$ cat src/hw/init_filter_pkg.sv
// Purpose: shared constants and carriers for the init-block loader and address filter
// Assumes: 16-bit host memory words, APB register access with 32-bit data
// Notes:   register offsets are byte addresses, one aligned word each
package init_filter_pkg;

    // ------------------------------------------------------------
    // init block layout, word index = byte offset / 2
    // ------------------------------------------------------------
    localparam int unsigned IB_WORDS        = 12;
    localparam logic [3:0]  IB_W_MODE       = 4'h0;
    localparam logic [3:0]  IB_W_NODE0      = 4'h1;
    localparam logic [3:0]  IB_W_NODE2      = 4'h3;
    localparam logic [3:0]  IB_W_FILT0      = 4'h4;
    localparam logic [3:0]  IB_W_FILT3      = 4'h7;
    localparam logic [3:0]  IB_W_RX_BASE_LO = 4'h8;
    localparam logic [3:0]  IB_W_RX_BASE_HI = 4'h9;
    localparam logic [3:0]  IB_W_TX_BASE_LO = 4'hA;
    localparam logic [3:0]  IB_W_TX_BASE_HI = 4'hB;
    localparam int unsigned LEN_CODE_MSB    = 15;
    localparam int unsigned LEN_CODE_LSB    = 13;
    localparam int unsigned BASE_HI_MSB     = 7;

    // ------------------------------------------------------------
    // mode control word fields
    // ------------------------------------------------------------
    localparam int unsigned MODE_PROMISC    = 15;
    localparam int unsigned MODE_BCAST_DIS  = 14;
    localparam int unsigned MODE_TX_FCS_DIS = 3;
    localparam logic [15:0] MODE_RST        = 16'h0000;

    // ------------------------------------------------------------
    // register map (byte addresses)
    // ------------------------------------------------------------
    localparam logic [7:0]  REG_CTRL        = 8'h00;
    localparam logic [7:0]  REG_STATUS      = 8'h04;
    localparam logic [7:0]  REG_INIT_BASE   = 8'h08;
    localparam logic [7:0]  REG_MODE        = 8'h0C;
    localparam logic [7:0]  REG_RX_LEN      = 8'h10;
    localparam logic [7:0]  REG_TX_LEN      = 8'h14;
    localparam logic [7:0]  REG_FILT_RESULT = 8'h18;
    localparam int unsigned CTRL_START      = 0;
    localparam logic [23:0] INIT_BASE_RST   = 24'h00_0000;
    localparam logic [15:0] RING_LEN_RST    = 16'h0000;

    // ------------------------------------------------------------
    // frame check sequence
    // ------------------------------------------------------------
    localparam logic [31:0] CRC_POLY_REFL   = 32'hEDB8_8320;
    localparam logic [31:0] CRC_INIT        = 32'hFFFF_FFFF;
    localparam int unsigned ADDR_BYTES      = 6;

    // ------------------------------------------------------------
    // carriers
    // ------------------------------------------------------------
    typedef struct packed {
        logic [23:0] base;
        logic [15:0] entries;
    } ring_cfg_s;

    typedef struct packed {
        logic       accept;
        logic       broadcast;
        logic       logical;
        logic       node_match;
        logic       hash_hit;
        logic [5:0] hash_index;
    } filt_result_s;

    typedef enum logic [1:0] {
        LD_IDLE  = 2'b00,
        LD_REQ   = 2'b01,
        LD_WAIT  = 2'b10
    } load_state_e;

endpackage

$ cat src/hw/crc32_byte_step.sv
// Purpose: one byte step of the frame check sequence, least significant bit first
// Assumes: reflected generator, running value kept by the caller
// Notes:   purely combinational
`timescale 1ns/10ps
`default_nettype none
module crc32_byte_step
    import init_filter_pkg::*;
(
    // running value in
    input  wire logic [31:0] crc_i,
    input  wire logic [7:0]  byte_i,
    // next value out
    output logic      [31:0] crc_o
);

    always_comb begin
        logic [31:0] c;
        c = crc_i;
        for (int i = 0; i < 8; i++) begin
            if (c[0] ^ byte_i[i]) begin
                c = (c >> 1) ^ CRC_POLY_REFL;
            end else begin
                c = c >> 1;
            end
        end
        crc_o = c;
    end

endmodule
`default_nettype wire

$ cat src/hw/init_block_address_filter.sv
// Purpose: fetch the initialization block from host memory and filter receive addresses
// Assumes: memory read port and receive byte stream are on clk_sys_i
// Notes:   APB slave answers with zero wait states
//
// Implementation choices: register access over APB and the address map.
`timescale 1ns/10ps
`default_nettype none

module init_block_address_filter
    import init_filter_pkg::*;
#(
    parameter int unsigned ADDR_W = 24
)(
    // clock and reset
    input  wire logic              clk_sys_i,
    input  wire logic              rst_n_i,
    // apb slave
    input  wire logic              psel_i,
    input  wire logic              penable_i,
    input  wire logic              pwrite_i,
    input  wire logic [7:0]        paddr_i,
    input  wire logic [31:0]       pwdata_i,
    output logic      [31:0]       prdata_o,
    output logic                   pready_o,
    output logic                   pslverr_o,
    // host memory read port
    output logic                   mem_req_o,
    output logic      [ADDR_W-1:0] mem_addr_o,
    input  wire logic              mem_ack_i,
    input  wire logic [15:0]       mem_rdata_i,
    // receive destination byte stream
    input  wire logic              rx_byte_valid_i,
    input  wire logic              rx_addr_start_i,
    input  wire logic [7:0]        rx_byte_i,
    // loaded configuration
    output logic                   init_done_o,
    output logic      [15:0]       mode_control_reg_o,
    output logic      [47:0]       node_physical_address_o,
    output logic      [63:0]       multicast_hash_filter_o,
    output ring_cfg_s              rx_ring_o,
    output ring_cfg_s              tx_ring_o,
    // filter verdict
    output logic                   filt_done_o,
    output filt_result_s           filt_result_o
);

    // ------------------------------------------------------------
    // registers
    // ------------------------------------------------------------
    load_state_e  state_ff;
    logic [3:0]   word_idx_ff;
    logic [23:0]  init_block_base_ff;
    logic         init_done_ff;
    logic [15:0]  mode_ff;
    logic [47:0]  node_ff;
    logic [63:0]  filter_ff;
    logic [23:0]  rx_base_ff;
    logic [23:0]  tx_base_ff;
    logic [2:0]   rx_ring_length_code_ff;
    logic [2:0]   tx_ring_length_code_ff;
    logic [15:0]  rx_ring_length_reg_ff;
    logic [15:0]  tx_ring_length_reg_ff;
    logic         rx_len_ovr_ff;
    logic         tx_len_ovr_ff;
    logic [31:0]  crc_ff;
    logic [2:0]   byte_cnt_ff;
    logic         logical_ff;
    logic         bcast_ff;
    logic         match_ff;
    logic         filt_done_ff;
    filt_result_s filt_result_ff;

    // ------------------------------------------------------------
    // apb decode
    // ------------------------------------------------------------
    wire apb_acc   = psel_i & penable_i;
    wire apb_wr    = apb_acc & pwrite_i;
    wire sel_ctrl  = (paddr_i == REG_CTRL);
    wire sel_stat  = (paddr_i == REG_STATUS);
    wire sel_base  = (paddr_i == REG_INIT_BASE);
    wire sel_mode  = (paddr_i == REG_MODE);
    wire sel_rxl   = (paddr_i == REG_RX_LEN);
    wire sel_txl   = (paddr_i == REG_TX_LEN);
    wire sel_filt  = (paddr_i == REG_FILT_RESULT);
    wire sel_any   = sel_ctrl | sel_stat | sel_base | sel_mode | sel_rxl | sel_txl | sel_filt;
    wire busy      = (state_ff != LD_IDLE);
    wire start     = apb_wr & sel_ctrl & pwdata_i[CTRL_START] & ~busy;
    // length registers only count once the block has been loaded
    wire wr_rxl    = apb_wr & sel_rxl & init_done_ff & ~busy;
    wire wr_txl    = apb_wr & sel_txl & init_done_ff & ~busy;

    assign pready_o  = 1'b1;
    assign pslverr_o = apb_acc & ~sel_any;

    always_comb begin
        prdata_o = 32'h0000_0000;
        if (apb_acc & ~pwrite_i) begin
            if (sel_stat) begin
                prdata_o[3:0] = {tx_len_ovr_ff, rx_len_ovr_ff, init_done_ff, busy};
            end else if (sel_base) begin
                prdata_o[23:0] = init_block_base_ff;
            end else if (sel_mode) begin
                prdata_o[15:0] = mode_ff;
            end else if (sel_rxl) begin
                prdata_o[15:0] = rx_ring_o.entries;
            end else if (sel_txl) begin
                prdata_o[15:0] = tx_ring_o.entries;
            end else if (sel_filt) begin
                prdata_o[$bits(filt_result_s)-1:0] = filt_result_ff;
            end
        end
    end

    // ------------------------------------------------------------
    // init block fetch
    // ------------------------------------------------------------
    // bit 0 of the base is dropped so every fetch stays word aligned
    wire [23:0] aligned_base = {init_block_base_ff[23:1], 1'b0};
    wire [23:0] word_addr    = aligned_base + {19'h0_0000, word_idx_ff, 1'b0};
    wire        word_taken   = (state_ff == LD_WAIT) & mem_ack_i;
    wire        last_word    = (word_idx_ff == 4'(IB_WORDS - 1));

    assign mem_req_o  = (state_ff == LD_REQ) | (state_ff == LD_WAIT);
    assign mem_addr_o = ADDR_W'(word_addr);

    load_state_e nxt_state;
    always_comb begin
        case (state_ff)
            LD_IDLE: nxt_state = start ? LD_REQ : LD_IDLE;
            LD_REQ:  nxt_state = LD_WAIT;
            LD_WAIT: nxt_state = word_taken ? (last_word ? LD_IDLE : LD_REQ) : LD_WAIT;
            default: nxt_state = LD_IDLE;
        endcase
    end

    wire [3:0] nxt_word_idx = start ? 4'h0 : (word_taken ? word_idx_ff + 4'h1 : word_idx_ff);

    always_ff @(posedge clk_sys_i or negedge rst_n_i) begin
        if (!rst_n_i) begin
            state_ff    <= LD_IDLE;
            word_idx_ff <= 4'h0;
        end else begin
            state_ff    <= nxt_state;
            word_idx_ff <= nxt_word_idx;
        end
    end

    always_ff @(posedge clk_sys_i or negedge rst_n_i) begin
        if (!rst_n_i) begin
            init_done_ff <= 1'b0;
        end else if (start) begin
            init_done_ff <= 1'b0;
        end else if (word_taken & last_word) begin
            init_done_ff <= 1'b1;
        end
    end

    always_ff @(posedge clk_sys_i or negedge rst_n_i) begin
        if (!rst_n_i) begin
            init_block_base_ff <= INIT_BASE_RST;
        end else if (apb_wr & sel_base & ~busy) begin
            init_block_base_ff <= pwdata_i[23:0];
        end
    end

    // the fetched word wins over a software write in the same cycle
    always_ff @(posedge clk_sys_i or negedge rst_n_i) begin
        if (!rst_n_i) begin
            mode_ff <= MODE_RST;
        end else if (word_taken & (word_idx_ff == IB_W_MODE)) begin
            mode_ff <= mem_rdata_i;
        end else if (apb_wr & sel_mode) begin
            mode_ff <= pwdata_i[15:0];
        end
    end

    // node address and filter words arrive low word first
    always_ff @(posedge clk_sys_i or negedge rst_n_i) begin
        if (!rst_n_i) begin
            node_ff   <= 48'h0000_0000_0000;
            filter_ff <= 64'h0000_0000_0000_0000;
        end else if (word_taken) begin
            if (word_idx_ff >= IB_W_NODE0 && word_idx_ff <= IB_W_NODE2) begin
                node_ff[(word_idx_ff - IB_W_NODE0)*16 +: 16] <= mem_rdata_i;
            end
            if (word_idx_ff >= IB_W_FILT0 && word_idx_ff <= IB_W_FILT3) begin
                filter_ff[(word_idx_ff - IB_W_FILT0)*16 +: 16] <= mem_rdata_i;
            end
        end
    end

    always_ff @(posedge clk_sys_i or negedge rst_n_i) begin
        if (!rst_n_i) begin
            rx_base_ff             <= 24'h00_0000;
            tx_base_ff             <= 24'h00_0000;
            rx_ring_length_code_ff <= 3'h0;
            tx_ring_length_code_ff <= 3'h0;
        end else if (word_taken) begin
            case (word_idx_ff)
                IB_W_RX_BASE_LO: rx_base_ff[15:0] <= mem_rdata_i;
                IB_W_TX_BASE_LO: tx_base_ff[15:0] <= mem_rdata_i;
                IB_W_RX_BASE_HI: begin
                    rx_base_ff[23:16]      <= mem_rdata_i[BASE_HI_MSB:0];
                    rx_ring_length_code_ff <= mem_rdata_i[LEN_CODE_MSB:LEN_CODE_LSB];
                end
                IB_W_TX_BASE_HI: begin
                    tx_base_ff[23:16]      <= mem_rdata_i[BASE_HI_MSB:0];
                    tx_ring_length_code_ff <= mem_rdata_i[LEN_CODE_MSB:LEN_CODE_LSB];
                end
                default: ;
            endcase
        end
    end

    // ------------------------------------------------------------
    // ring length override
    // ------------------------------------------------------------
    // a fresh init drops any override so the loaded codes apply again
    always_ff @(posedge clk_sys_i or negedge rst_n_i) begin
        if (!rst_n_i) begin
            rx_ring_length_reg_ff <= RING_LEN_RST;
            tx_ring_length_reg_ff <= RING_LEN_RST;
            rx_len_ovr_ff         <= 1'b0;
            tx_len_ovr_ff         <= 1'b0;
        end else begin
            if (start) begin
                rx_len_ovr_ff <= 1'b0;
                tx_len_ovr_ff <= 1'b0;
            end
            if (wr_rxl) begin
                rx_ring_length_reg_ff <= pwdata_i[15:0];
                rx_len_ovr_ff         <= 1'b1;
            end
            if (wr_txl) begin
                tx_ring_length_reg_ff <= pwdata_i[15:0];
                tx_len_ovr_ff         <= 1'b1;
            end
        end
    end

    wire [15:0] rx_decoded = 16'h0001 << rx_ring_length_code_ff;
    wire [15:0] tx_decoded = 16'h0001 << tx_ring_length_code_ff;

    // bases pass through untouched; 8-byte entry alignment is up to the host
    assign rx_ring_o.base    = rx_base_ff;
    assign tx_ring_o.base    = tx_base_ff;
    assign rx_ring_o.entries = rx_len_ovr_ff ? rx_ring_length_reg_ff : rx_decoded;
    assign tx_ring_o.entries = tx_len_ovr_ff ? tx_ring_length_reg_ff : tx_decoded;

    assign init_done_o             = init_done_ff;
    assign mode_control_reg_o      = mode_ff;
    assign node_physical_address_o = node_ff;
    assign multicast_hash_filter_o = filter_ff;

    // ------------------------------------------------------------
    // destination address filter
    // ------------------------------------------------------------
    wire        first_byte = rx_byte_valid_i & rx_addr_start_i;
    wire        in_addr    = rx_byte_valid_i & (rx_addr_start_i | (byte_cnt_ff != 3'h0));
    wire [31:0] crc_seed   = rx_addr_start_i ? CRC_INIT : crc_ff;
    wire [2:0]  byte_k     = rx_addr_start_i ? 3'h0 : byte_cnt_ff;
    wire [31:0] crc_next;
    // byte k of the address is compared with node bits 8k+7 down to 8k
    wire        byte_match = (rx_byte_i == node_ff[byte_k*8 +: 8]);
    wire        last_byte  = in_addr & (byte_k == 3'(ADDR_BYTES - 1));

    crc32_byte_step u_crc_step (
        .crc_i  (crc_seed),
        .byte_i (rx_byte_i),
        .crc_o  (crc_next)
    );

    always_ff @(posedge clk_sys_i or negedge rst_n_i) begin
        if (!rst_n_i) begin
            crc_ff      <= CRC_INIT;
            byte_cnt_ff <= 3'h0;
            logical_ff  <= 1'b0;
            bcast_ff    <= 1'b0;
            match_ff    <= 1'b0;
        end else if (in_addr) begin
            crc_ff      <= crc_next;
            byte_cnt_ff <= last_byte ? 3'h0 : byte_k + 3'h1;
            // bit 0 of the first byte is the first bit on the wire
            logical_ff  <= first_byte ? rx_byte_i[0] : logical_ff;
            bcast_ff    <= (first_byte | bcast_ff) & (rx_byte_i == 8'hFF);
            match_ff    <= (first_byte | match_ff) & byte_match;
        end
    end

    // verdict on the last address byte, using the values it completes
    wire       v_logical = (byte_k == 3'h0) ? rx_byte_i[0] : logical_ff;
    wire       v_bcast   = bcast_ff & (rx_byte_i == 8'hFF);
    wire       v_match   = match_ff & byte_match;
    wire [5:0] v_index   = crc_next[31:26];
    wire       v_hit     = filter_ff[v_index];
    wire       promisc   = mode_ff[MODE_PROMISC];
    wire       bc_dis    = mode_ff[MODE_BCAST_DIS];

    filt_result_s nxt_result;
    always_comb begin
        nxt_result            = '0;
        nxt_result.broadcast  = v_bcast;
        nxt_result.logical    = v_logical;
        nxt_result.node_match = v_match & ~v_logical;
        nxt_result.hash_hit   = v_hit & v_logical & ~v_bcast;
        nxt_result.hash_index = v_index;
        if (v_bcast) begin
            nxt_result.accept = ~bc_dis | promisc;
        end else if (v_logical) begin
            nxt_result.accept = v_hit | promisc;
        end else begin
            nxt_result.accept = v_match | promisc;
        end
    end

    always_ff @(posedge clk_sys_i or negedge rst_n_i) begin
        if (!rst_n_i) begin
            filt_done_ff   <= 1'b0;
            filt_result_ff <= '0;
        end else begin
            filt_done_ff <= last_byte;
            if (last_byte) begin
                filt_result_ff <= nxt_result;
            end
        end
    end

    assign filt_done_o   = filt_done_ff;
    assign filt_result_o = filt_result_ff;

endmodule
`default_nettype wire

$ cat config.mk
export PLATFORM = sky130hd
export DESIGN_NAME = init_block_address_filter
export DESIGN_NICKNAME = d
export VERILOG_FILES = /design/src/hw/init_filter_pkg.sv /design/src/hw/crc32_byte_step.sv /design/src/hw/init_block_address_filter.sv
export SDC_FILE = /design/constraint.sdc
export NUM_CORES = 1
export LEC_CHECK = 0
export BUFFER_PORTS_ARGS = -buffer_cell sky130_fd_sc_hd__buf_2
export CAP_MARGIN = 20
export CORE_MARGIN = 8
export CORE_UTILIZATION = 30
export CTS_BUF_LIST = sky130_fd_sc_hd__clkbuf_2
export CTS_CLUSTER_DIAMETER = 120
export DETAILED_ROUTE_END_ITERATION = 10
export GPL_TIMING_DRIVEN = 0
export SLEW_MARGIN = 20
export SYNTH_ARGS = -nofsm -noshare
export SYNTH_HDL_FRONTEND = slang
export SYNTH_SLANG_ARGS = --single-unit
$ cat constraint.sdc
create_clock -name clk_sys_i -period 11.2 [get_ports clk_sys_i]
set_input_delay 0 -clock clk_sys_i [delete_from_list [all_inputs] [get_ports clk_sys_i]]
set_output_delay 0 -clock clk_sys_i [all_outputs]
set_load 0.02 [all_outputs]
==> results of run 1 <==
per-layer routing:
| metal | share of wire [%] | wire [um] |
|---|---|---|
| met3 | 9.3 | 6020 |
| met4 | 1.9 | 1230 |
| met5 | 0 | 0 |
| met1 | 44 | 28700 |
| met2 | 44 | 28600 |
power breakdown:
group	internal [uW]	total, uW	switching (uW)
Sequential	1220	1320	98.2
Clock	326	811	484
Combinational	639	1600	959
Total	2190	3730	1540
final cells by class:
| cell class | instances | share of cell area, % |
|---|---|---|
| diodes | 5 | 0.0611 |
| multi-input cells | 1084 | 38.8 |
| clock inverters | 18 | 0.477 |
| clock buffers | 130 | 3.18 |
| plain buffers | 102 | 2.24 |
| flip-flops and latches | 297 | 36.5 |
| inverters | 23 | 0.422 |
| repair buffers | 440 | 14.1 |
| well taps | 688 | 4.21 |
critical path: cells and delay by family (launching register included):
family | cells | cell delay, ps
adders and majority gates | 2 | 580
muxes | 1 | 410
DFF | 1 | 450
and+or+nand+nor | 6 | 1780
buffers and inverters | 5 | 1850
sequential cells by signal, indices dropped and copies added (netlist names), 2 cells and up:
register,cells
tx_base_ff,24
multicast_hash_filter_o,64
crc_ff,32
mode_control_reg_o,16
state_ff,2
word_idx_ff,4
rx_ring_length_code_ff,3
filt_result_o,11
byte_cnt_ff,3
rx_base_ff,24
tx_ring_length_reg_ff,16
init_block_base_ff,24
node_physical_address_o,48
tx_ring_length_code_ff,3
rx_ring_length_reg_ff,16
per-stage QoR:
stage / hold WS (ps) / util [%] / instances
floorplan: -296 / - / 1506
global placement: 236 / 35.0 / 2512
detailed placement: -137 / 35.3 / 2516
CTS: 14.5 / 39.0 / 2782
global route: 43.6 / 39.0 / 2785
finish: 140 / 39.0 / 2787
cell usage after synthesis (17+ instances only):
library cell	number	area, um^2
sky130_fd_sc_hd__dfrtp_1	265	6630
sky130_fd_sc_hd__dfstp_2	32	841
sky130_fd_sc_hd__mux2i_1	42	420
sky130_fd_sc_hd__nand2b_1	17	106
sky130_fd_sc_hd__and2_1	44	275
sky130_fd_sc_hd__clkbuf_1	71	267
sky130_fd_sc_hd__nor2_1	101	379
sky130_fd_sc_hd__a21oi_1	42	210
sky130_fd_sc_hd__inv_1	22	82.6
sky130_fd_sc_hd__o21ai_0	103	515
sky130_fd_sc_hd__ha_1	31	388
sky130_fd_sc_hd__nand2_1	199	747
sky130_fd_sc_hd__xor2_1	24	210
sky130_fd_sc_hd__nor2b_1	18	113
sky130_fd_sc_hd__nand4_1	20	125
sky130_fd_sc_hd__mux2_2	178	2000
sky130_fd_sc_hd__xnor2_1	85	744
cell usage in the layout, fill, tap and decap left out, types with 10 or more instances in the layout:
| master | synthesis | routed |
|---|---|---|
| sky130_fd_sc_hd__a211oi_1 | 11 | 11 |
| sky130_fd_sc_hd__mux2_2 | 178 | 178 |
| sky130_fd_sc_hd__and2_1 | 44 | 44 |
| sky130_fd_sc_hd__xnor2_1 | 85 | 84 |
| sky130_fd_sc_hd__nor2b_1 | 18 | 18 |
| sky130_fd_sc_hd__clkinv_1 | 1 | 15 |
| sky130_fd_sc_hd__nand2_1 | 199 | 199 |
| sky130_fd_sc_hd__buf_2 | 4 | 324 |
| sky130_fd_sc_hd__ha_1 | 31 | 31 |
| sky130_fd_sc_hd__nand2b_1 | 17 | 17 |
| sky130_fd_sc_hd__nor3_1 | 14 | 10 |
| sky130_fd_sc_hd__nor2_1 | 101 | 101 |
| sky130_fd_sc_hd__a22o_1 | 13 | 13 |
| sky130_fd_sc_hd__clkbuf_2 | 0 | 130 |
| sky130_fd_sc_hd__conb_1 | 2 | 10 |
| sky130_fd_sc_hd__mux2i_1 | 42 | 42 |
| sky130_fd_sc_hd__buf_1 | 13 | 10 |
| sky130_fd_sc_hd__clkbuf_1 | 71 | 71 |
| sky130_fd_sc_hd__buf_4 | 11 | 12 |
| sky130_fd_sc_hd__nand3_1 | 14 | 14 |
| sky130_fd_sc_hd__dlygate4sd3_1 | 0 | 117 |
| sky130_fd_sc_hd__xor2_1 | 24 | 24 |
| sky130_fd_sc_hd__a21oi_1 | 42 | 42 |
| sky130_fd_sc_hd__dfrtp_1 | 265 | 265 |
| sky130_fd_sc_hd__inv_1 | 22 | 22 |
| sky130_fd_sc_hd__dfstp_2 | 32 | 32 |
| sky130_fd_sc_hd__o21ai_0 | 103 | 103 |
| sky130_fd_sc_hd__nand4_1 | 20 | 20 |
| sky130_fd_sc_hd__a222oi_1 | 11 | 11 |
worst max path at each step:
stage,startpoint,end,cells after the start
final,word_idx_ff[0]$_DFFE_PN0P_,node_physical_address_o[12]$_DFFE_PN0P_,14
after CTS,word_idx_ff[0]$_DFFE_PN0P_,node_physical_address_o[12]$_DFFE_PN0P_,14
after global routing,word_idx_ff[0]$_DFFE_PN0P_,node_physical_address_o[7]$_DFFE_PN0P_,14
after floorplan,word_idx_ff[0]$_DFFE_PN0P_,node_physical_address_o[10]$_DFFE_PN0P_,13
after detailed placement,word_idx_ff[0]$_DFFE_PN0P_,node_physical_address_o[12]$_DFFE_PN0P_,14
after global placement,rst_n_i,tx_base_ff[18]$_DFFE_PN0P_,1
kinds of logic (layout without fill, tap and decap cells):
logic type | after synthesis | after routing | share of synthesized area [%]
flops | 297 | 297 | 47.0
xor+xnor | 118 | 118 | 7.24
compound gates | 223 | 223 | 8.78
fa+ha+maj | 33 | 33 | 2.69
other cells | 2 | 15 | 0.0472
buf+inv | 125 | 713 | 3.40
simple gates | 468 | 468 | 13.8
mux | 232 | 232 | 17.0
repair_timing:
action | 4_1_cts | 5_1_grt
gates resized for setup | 0 | 0
hold buffers | 118 | 0
hold endpoints to repair | 590 | 0
setup buffers | 0 | 0
==> impl_metrics.csv, run 1 <==
group,metric,value,unit
outcome,run_status,"finished clean",
clock_tree,clk_transition_reported_paths,90,ps
layout,drive_above_1_share,34.2,%
detailed_routing,antenna_violating_nets_post_route,0,
yosys,dominant_register_cell_in_the_synthesized_netlist,"sky130_fd_sc_hd__dfrtp_1",
run,drv.max_cap_violation_count,0,
floorplan,count_of_standard_cell_rows,84,
global_route,grt_pass1_vias,14712,
sta,final_period_minus_worst_setup_slack,5160,ps
hold_path,worst_hold_path_type,"primary input to flop",
critical_path,worst_path_largest_cell_delay,520,ps
sta,final_max_slew_viol_count,0,
floorplan,floorplan.initialDensity,30.3,%
sta,setup_total_negative_slack,0,ps
global_route,global_route.usage.met3,5.85,%
layout,syn2layout_area_growth,28.8,%
placement,port-buffer-count,318,
yosys,synth-async-reset-ratio,100,%
yosys,synthCells,1498,
yosys,mappedNetlistArea,15900,um^2
layout,postLayoutCellArea,20500,um^2
global_route,global_route_wire_length_before_repair,95.8,mm
global_route,use_met1,28.8,%
critical_path,rr_startpoint,"word_idx_ff[0]$_DFFE_PN0P_",
layout,register_area,7470,um^2
clock_tree,tritoncts,"done",
layout,fillerInstances,5251,
sta,timing.max_slew.rel_slack,20.9,%
placement,dpl_worst_slack,6100,ps
critical_path,crit_path_max_fanout,10,
critical_path,timing.critical_path.slowest_stage_cell,"sky130_fd_sc_hd__or3b_2",
placement,hpwlAfterDp,46.1,mm
floorplan,die_y,246,um
sta,timing_hold_violations_final,0,
floorplan,num_io_pins,352,
yosys,yosys.cell_types.count,69,
global_route,global_route.usage.met2,31.6,%
detailed_routing,viasPerCell,5.16,
sta,min_period_over_period,46.1,%
detailed_routing,drt_iter0_drc,1066,
global_route,grt_start_max_net_pins,98,
sta,fin_worst_skew,66.9,ps
pwr,finalPower,3730,uW
global_route,grt.overflow.total,0,
floorplan,die-width,246,um
sta,timing_worst_slew_pin_value,1190,ps
critical_path,crit_chain,"clkbuf_1 -> inv_1 -> ha_1 -> clkbuf_1 -> nand2_1 -> or3b_2 -> ha_1 -> or4_1 -> nor4_1 -> nand2_1 -> nor3_2 -> buf_4 -> clkbuf_1 -> mux2_2",
detailed_routing,routed_wl,64.5,mm
yosys,synth_area_per_cell,10.6,um^2
critical_path,worst_setup_path_start_kind,"flop",
critical_path,r2r.worst_path.cells,14,
yosys,number_of_enable_type_register_cells_in_the_synthesized_netlist,0,
hold_path,hold-path-endpoint,"mode_control_reg_o[13]$_DFFE_PN0P_",
clock_tree,clkSinkCount,297,
critical_path,timing.reg2reg.setup_slack,6040,ps
detailed_routing,drc,0,
clock_tree,cts_max_level,3,
sta,report.final.setup_viol,0,
clock_tree,cts_inserted_buffers,84,
sta,rsz0062_at_grt,"false",
sta,max_clock_freq,194,MHz
global_route,grt_antenna_before_repair,13,
clock_tree,cts_root_buffer,"sky130_fd_sc_hd__clkbuf_2",
detailed_routing,vias,14377,
critical_path,cp_common_cell,"sky130_fd_sc_hd__clkbuf_1",
layout,combined_area_of_the_multi_input_logic_cells,7950,um^2
detailed_routing,detail_route.wl_per_cell,23.2,um
detailed_routing,drt_pre_antenna_iters,6,
pwr,static_leakage,0.0103,uW
hold_path,holdPathStages,4,
sta,timing.final.ws_setup,6040,ps
clock_tree,worst_skew_pair.late_latency,1040,ps
yosys,synth-seq-area-share,47.0,%
layout,final_net_count,2137,
floorplan,die_area,60600,um^2
pwr,ir_drop,124,uV
critical_path,reg2reg_to,"node_physical_address_o[12]$_DFFE_PN0P_",
placement,gp_congestion,0.937,
clock_tree,clk_path_buf_depth,3,
pwr,power.density_cell_area,182,nW/um^2
global_route,grt_busiest_layer,"met2",
global_route,globalRouteTotalUtil,20.8,%
critical_path,cp.required,12100,ps
placement,place_area,18500,um^2
floorplan,placeableCoreArea,52400,um^2
critical_path,critPathCaptureType,"flop",
yosys,synth.ff_latch_count,297,
critical_path,crit_arrival,6070,ps
yosys,yosys_warn_count,0,
hold_path,hold_path.startpoint,"mem_rdata_i[13]",
critical_path,criticalPathCategory,"flop to flop",
(Power assumes the default switching activity.)
==> run 2, diff against run 1 <==
--- a/config.mk
+++ b/config.mk
@@ -5,6 +5,7 @@
 export SDC_FILE = /design/constraint.sdc
 export NUM_CORES = 1
 export LEC_CHECK = 0
+export ABC_AREA = 1
 export BUFFER_PORTS_ARGS = -buffer_cell sky130_fd_sc_hd__buf_2
 export CAP_MARGIN = 20
 export CORE_MARGIN = 8
==> constraint.sdc (replaced) <==
create_clock -name clk_sys_i -period 5.3 [get_ports clk_sys_i]
set_input_delay 0 -clock clk_sys_i [delete_from_list [all_inputs] [get_ports clk_sys_i]]
set_output_delay 0 -clock clk_sys_i [all_outputs]
set_load 0.02 [all_outputs]
==> run 2 against run 1 <==
Against the previous run: clock-buffer cell count is 1 lower; first-iteration DRC count is 47% higher; clock skew is 51 ps higher; highest routed layer unchanged; register-to-register slack worse by 5700 ps; worst hold slack worse by 48 ps; non-clock buffer count is 71 higher; setup slack worse by 5700 ps; largest power group unchanged; maximum frequency is 4.3% higher; routed wire length is 14% higher; clock power is 110% higher.
==> impl_metrics.csv, run 2 <==
group,metric,value,unit
clock_tree,cts_max_level,3,
pwr,seqPwrFrac,35.5,%
clock_tree,tritoncts,"done",
detailed_routing,drt_pre_antenna_iters,6,
global_route,globalRouteTotalUtil,22.6,%
sta,report.final.setup_viol,0,
detailed_routing,viasPerCell,5.07,
placement,hpwlAfterDp,54.0,mm
layout,largest_register_ffs,64,
outcome,run_status,"finished clean",
yosys,synth-seq-area-share,45.3,%
layout,drive_above_1_share,22.1,%
pwr,p_int,4450,uW
pwr,sw_share,45.2,%
hold_path,worst_hold_path_type,"primary input to flop",
yosys,yosys.cell_types.count,56,
global_route,global_route_wire_length_before_repair,109,mm
clock_tree,cts_setup_buffers,0,
layout,postLayoutCellArea,21700,um^2
detailed_routing,drc,0,
layout,layout.core_utilization,39.7,%
detailed_routing,vias,17543,
floorplan,floorplan.initialDensity,30.1,%
global_route,grt_pass1_vias,17534,
yosys,synth_area_per_cell,7.94,um^2
layout,layout.cells.most_common,"sky130_fd_sc_hd__nand2_1",
pwr,netSwitchingPower,3670,uW
layout,syn2layout_area_growth,31.6,%
critical_path,crit_arrival,5930,ps
yosys,yosys-top-cells-count,"sky130_fd_sc_hd__nand2_1 (448), sky130_fd_sc_hd__dfrtp_1 (265), sky130_fd_sc_hd__inv_1 (257)",
sta,max_clock_freq,202,MHz
sta,final_period_minus_worst_setup_slack,4950,ps
pwr,clock_power_share,21.1,%
pwr,static_leakage,0.0112,uW
yosys,synthCells,2078,
placement,place_area,19200,um^2
placement,gp_congestion,0.931,
clock_tree,clk_transition_reported_paths,100,ps
sta,fin_worst_skew,118,ps
sta,final_max_slew_viol_count,0,
detailed_routing,drt_iter0_drc,1571,
global_route,grt.overflow.total,0,
critical_path,criticalPathCategory,"flop to flop",
yosys,synth_area_leaders,"sky130_fd_sc_hd__dfrtp_1 (40%), sky130_fd_sc_hd__nand2_1 (10%), sky130_fd_sc_hd__o21ai_0 (6.7%)",
global_route,grt_antenna_before_repair,2,
floorplan,count_of_standard_cell_rows,86,
sta,timing_hold_violations_final,0,
yosys,synth-async-reset-ratio,100,%
clock_tree,clkSinkCount,297,
critical_path,worst_setup_path_start_kind,"flop",
floorplan,die_area,62800,um^2
sta,timing.max_slew.rel_slack,46.0,%
yosys,synthMostInstantiatedCell,"sky130_fd_sc_hd__nand2_1",
layout,final_net_count,2790,
clock_tree,clk_path_buf_depth,3,
critical_path,critPathCaptureType,"flop",
sta,timing_worst_slew_pin_value,805,ps
clock_tree,cts_inserted_buffers,84,
yosys,yosys_warn_count,0,
placement,port-buffer-count,333,
yosys,synth.ff_latch_count,297,
layout,layout_common_cells,"sky130_fd_sc_hd__nand2_1 (448), sky130_fd_sc_hd__buf_2 (346), sky130_fd_sc_hd__dfrtp_1 (264), sky130_fd_sc_hd__inv_1 (257), sky130_fd_sc_hd__o21ai_0 (220)",
yosys,synth_top_area_share,40.2,%
yosys,mappedNetlistArea,16500,um^2
detailed_routing,detail_route.wl_per_cell,21.2,um
pwr,power.density_cell_area,373,nW/um^2
floorplan,placeableCoreArea,54800,um^2
floorplan,die-width,251,um
sta,min_period_over_period,93.4,%
run,drv.max_cap_violation_count,0,
yosys,number_of_enable_type_register_cells_in_the_synthesized_netlist,0,
pwr,pwr-share-comb,43.4,%
clock_tree,worst_skew_pair.late_latency,1080,ps
layout,fillerInstances,5634,
detailed_routing,antenna_violating_nets_post_route,0,
critical_path,cp.required,6280,ps
floorplan,die_y,251,um
clock_tree,cts_root_buffer,"sky130_fd_sc_hd__clkbuf_2",
yosys,yosysTopAreaCell,"sky130_fd_sc_hd__dfrtp_1",
pwr,ir_drop,201,uV
global_route,grt_start_max_net_pins,99,
detailed_routing,routed_wl,73.2,mm
critical_path,crit_path_max_fanout,6,
floorplan,num_io_pins,352,
yosys,dominant_register_cell_in_the_synthesized_netlist,"sky130_fd_sc_hd__dfrtp_1",
-- run 2: cell count changes in the layout (fill, tap and decap cells not counted), moves of 20 or more --
cell / change
sky130_fd_sc_hd__xor2_1: +30
sky130_fd_sc_hd__dlygate4sd3_1: +59
sky130_fd_sc_hd__mux2i_1: -20
sky130_fd_sc_hd__and2_1: -44
sky130_fd_sc_hd__mux2_2: -163
sky130_fd_sc_hd__inv_1: +235
sky130_fd_sc_hd__buf_2: +22
sky130_fd_sc_hd__xnor2_1: -55
sky130_fd_sc_hd__nor3_1: +33
sky130_fd_sc_hd__o21ai_0: +117
sky130_fd_sc_hd__nand3_1: +102
sky130_fd_sc_hd__nand2_1: +249
sky130_fd_sc_hd__nor2_1: +58
sky130_fd_sc_hd__a21oi_1: +54
-- run 2: logic make-up (layout without fill, tap and decap cells) --
group                      count (synthesis)  in the layout  share of synthesized area (%)
and+or+nand+nor                          835            835                           21.9
AOI/OAI and AO/OA                        411            411                           13.7
buffers and inverters                    372           1037                           9.12
DFF                                      297            297                           45.3
xor gates and xnor gates                  85             85                           4.60
muxes                                     43             43                           2.77
adders and majority gates                 33             33                           2.59
other                                      2             17                         0.0455
-- run 2: timing repair --
action                                  CTS  global route
endpoints found under the setup margin    3            35
hold endpoints to repair                594             0
hold buffers                            178             0
resized for setup                         1             2
-- run 2: cell type report --
type	instances	area, um^2	share of cell area, %
Clock inverter	23	92.6	0.426
Buffer	100	484	2.23
Antenna cell	7	17.5	0.0806
Inverter	272	1020	4.71
Clock buffer	129	646	2.97
Tap cell	704	881	4.05
Multi-Input combinational cell	1417	7570	34.9
Timing Repair Buffer	513	3540	16.3
Sequential cell	297	7470	34.4
-- run 2: critical path, cell delays in order (launching register included) --
cell and delay [ps]:
sky130_fd_sc_hd__dfstp_2 570, sky130_fd_sc_hd__inv_1 40, sky130_fd_sc_hd__nand2_1 70, sky130_fd_sc_hd__nand2_1 50, sky130_fd_sc_hd__dlygate4sd3_1 560, sky130_fd_sc_hd__nand2_2 140
sky130_fd_sc_hd__dlygate4sd3_1 670, sky130_fd_sc_hd__nand2_1 100, sky130_fd_sc_hd__dlygate4sd3_1 580, sky130_fd_sc_hd__nand2_1 60, sky130_fd_sc_hd__dlygate4sd3_1 560, sky130_fd_sc_hd__xor2_1 140
sky130_fd_sc_hd__dlygate4sd3_1 560, sky130_fd_sc_hd__nand2_1 60, sky130_fd_sc_hd__nand2_1 90, sky130_fd_sc_hd__o21ai_0 70, sky130_fd_sc_hd__dlygate4sd3_1 570
-- run 2: stage by stage --
stage	total power (uW)	hold WS (ps)	setup WS, ps	setup TNS [ps]	std cells
floorplan	5000	-296	1560	0	2086
global placement	6060	235	-1500	-387750	3123
detailed placement	6130	-128	60.2	0	3126
CTS	8110	6.82	184	0	3456
global route	8640	34.2	-33.2	-39.3	3461
finish	8120	91.6	349	0	3462
-- run 2: final timing paths --
kind	end	slack, ps	cells after the start	start
max in group asynchronous	crc_ff[8]$_DFFE_PN1P_	3530	7	rst_n_i
max reg2reg	crc_ff[5]$_DFFE_PN1P_	350	16	crc_ff[3]$_DFFE_PN1P_
min in group asynchronous	tx_base_ff[8]$_DFFE_PN0P_	530	5	rst_n_i
max	crc_ff[5]$_DFFE_PN1P_	350	16	crc_ff[3]$_DFFE_PN1P_
min reg2reg	crc_ff[7]$_DFFE_PN1P_	490	2	crc_ff[7]$_DFFE_PN1P_
min	node_physical_address_o[15]$_DFFE_PN0P_	90	4	mem_rdata_i[15]
-- run 2: power groups by stage --
stage	logic [uW]	registers (uW)	clock network, uW
3_3_place_gp	3150	2910	0
6_report	3520	2880	1720
3_5_place_dp	3210	2920	0
2_1_floorplan	2070	2930	0
4_1_cts	3470	2880	1770
5_1_grt	3840	2910	1890
-- run 2: metal layers --
layer | vias up | GRT usage, % | wire length (um)
met3 | 141 | 6.52 | 7160
met1 | 8517 | 29.4 | 30400
li1 | 7988 | - | -
met4 | 0 | 7.83 | 2130
met2 | 897 | 35.7 | 33500
met5 | - | 0 | 0
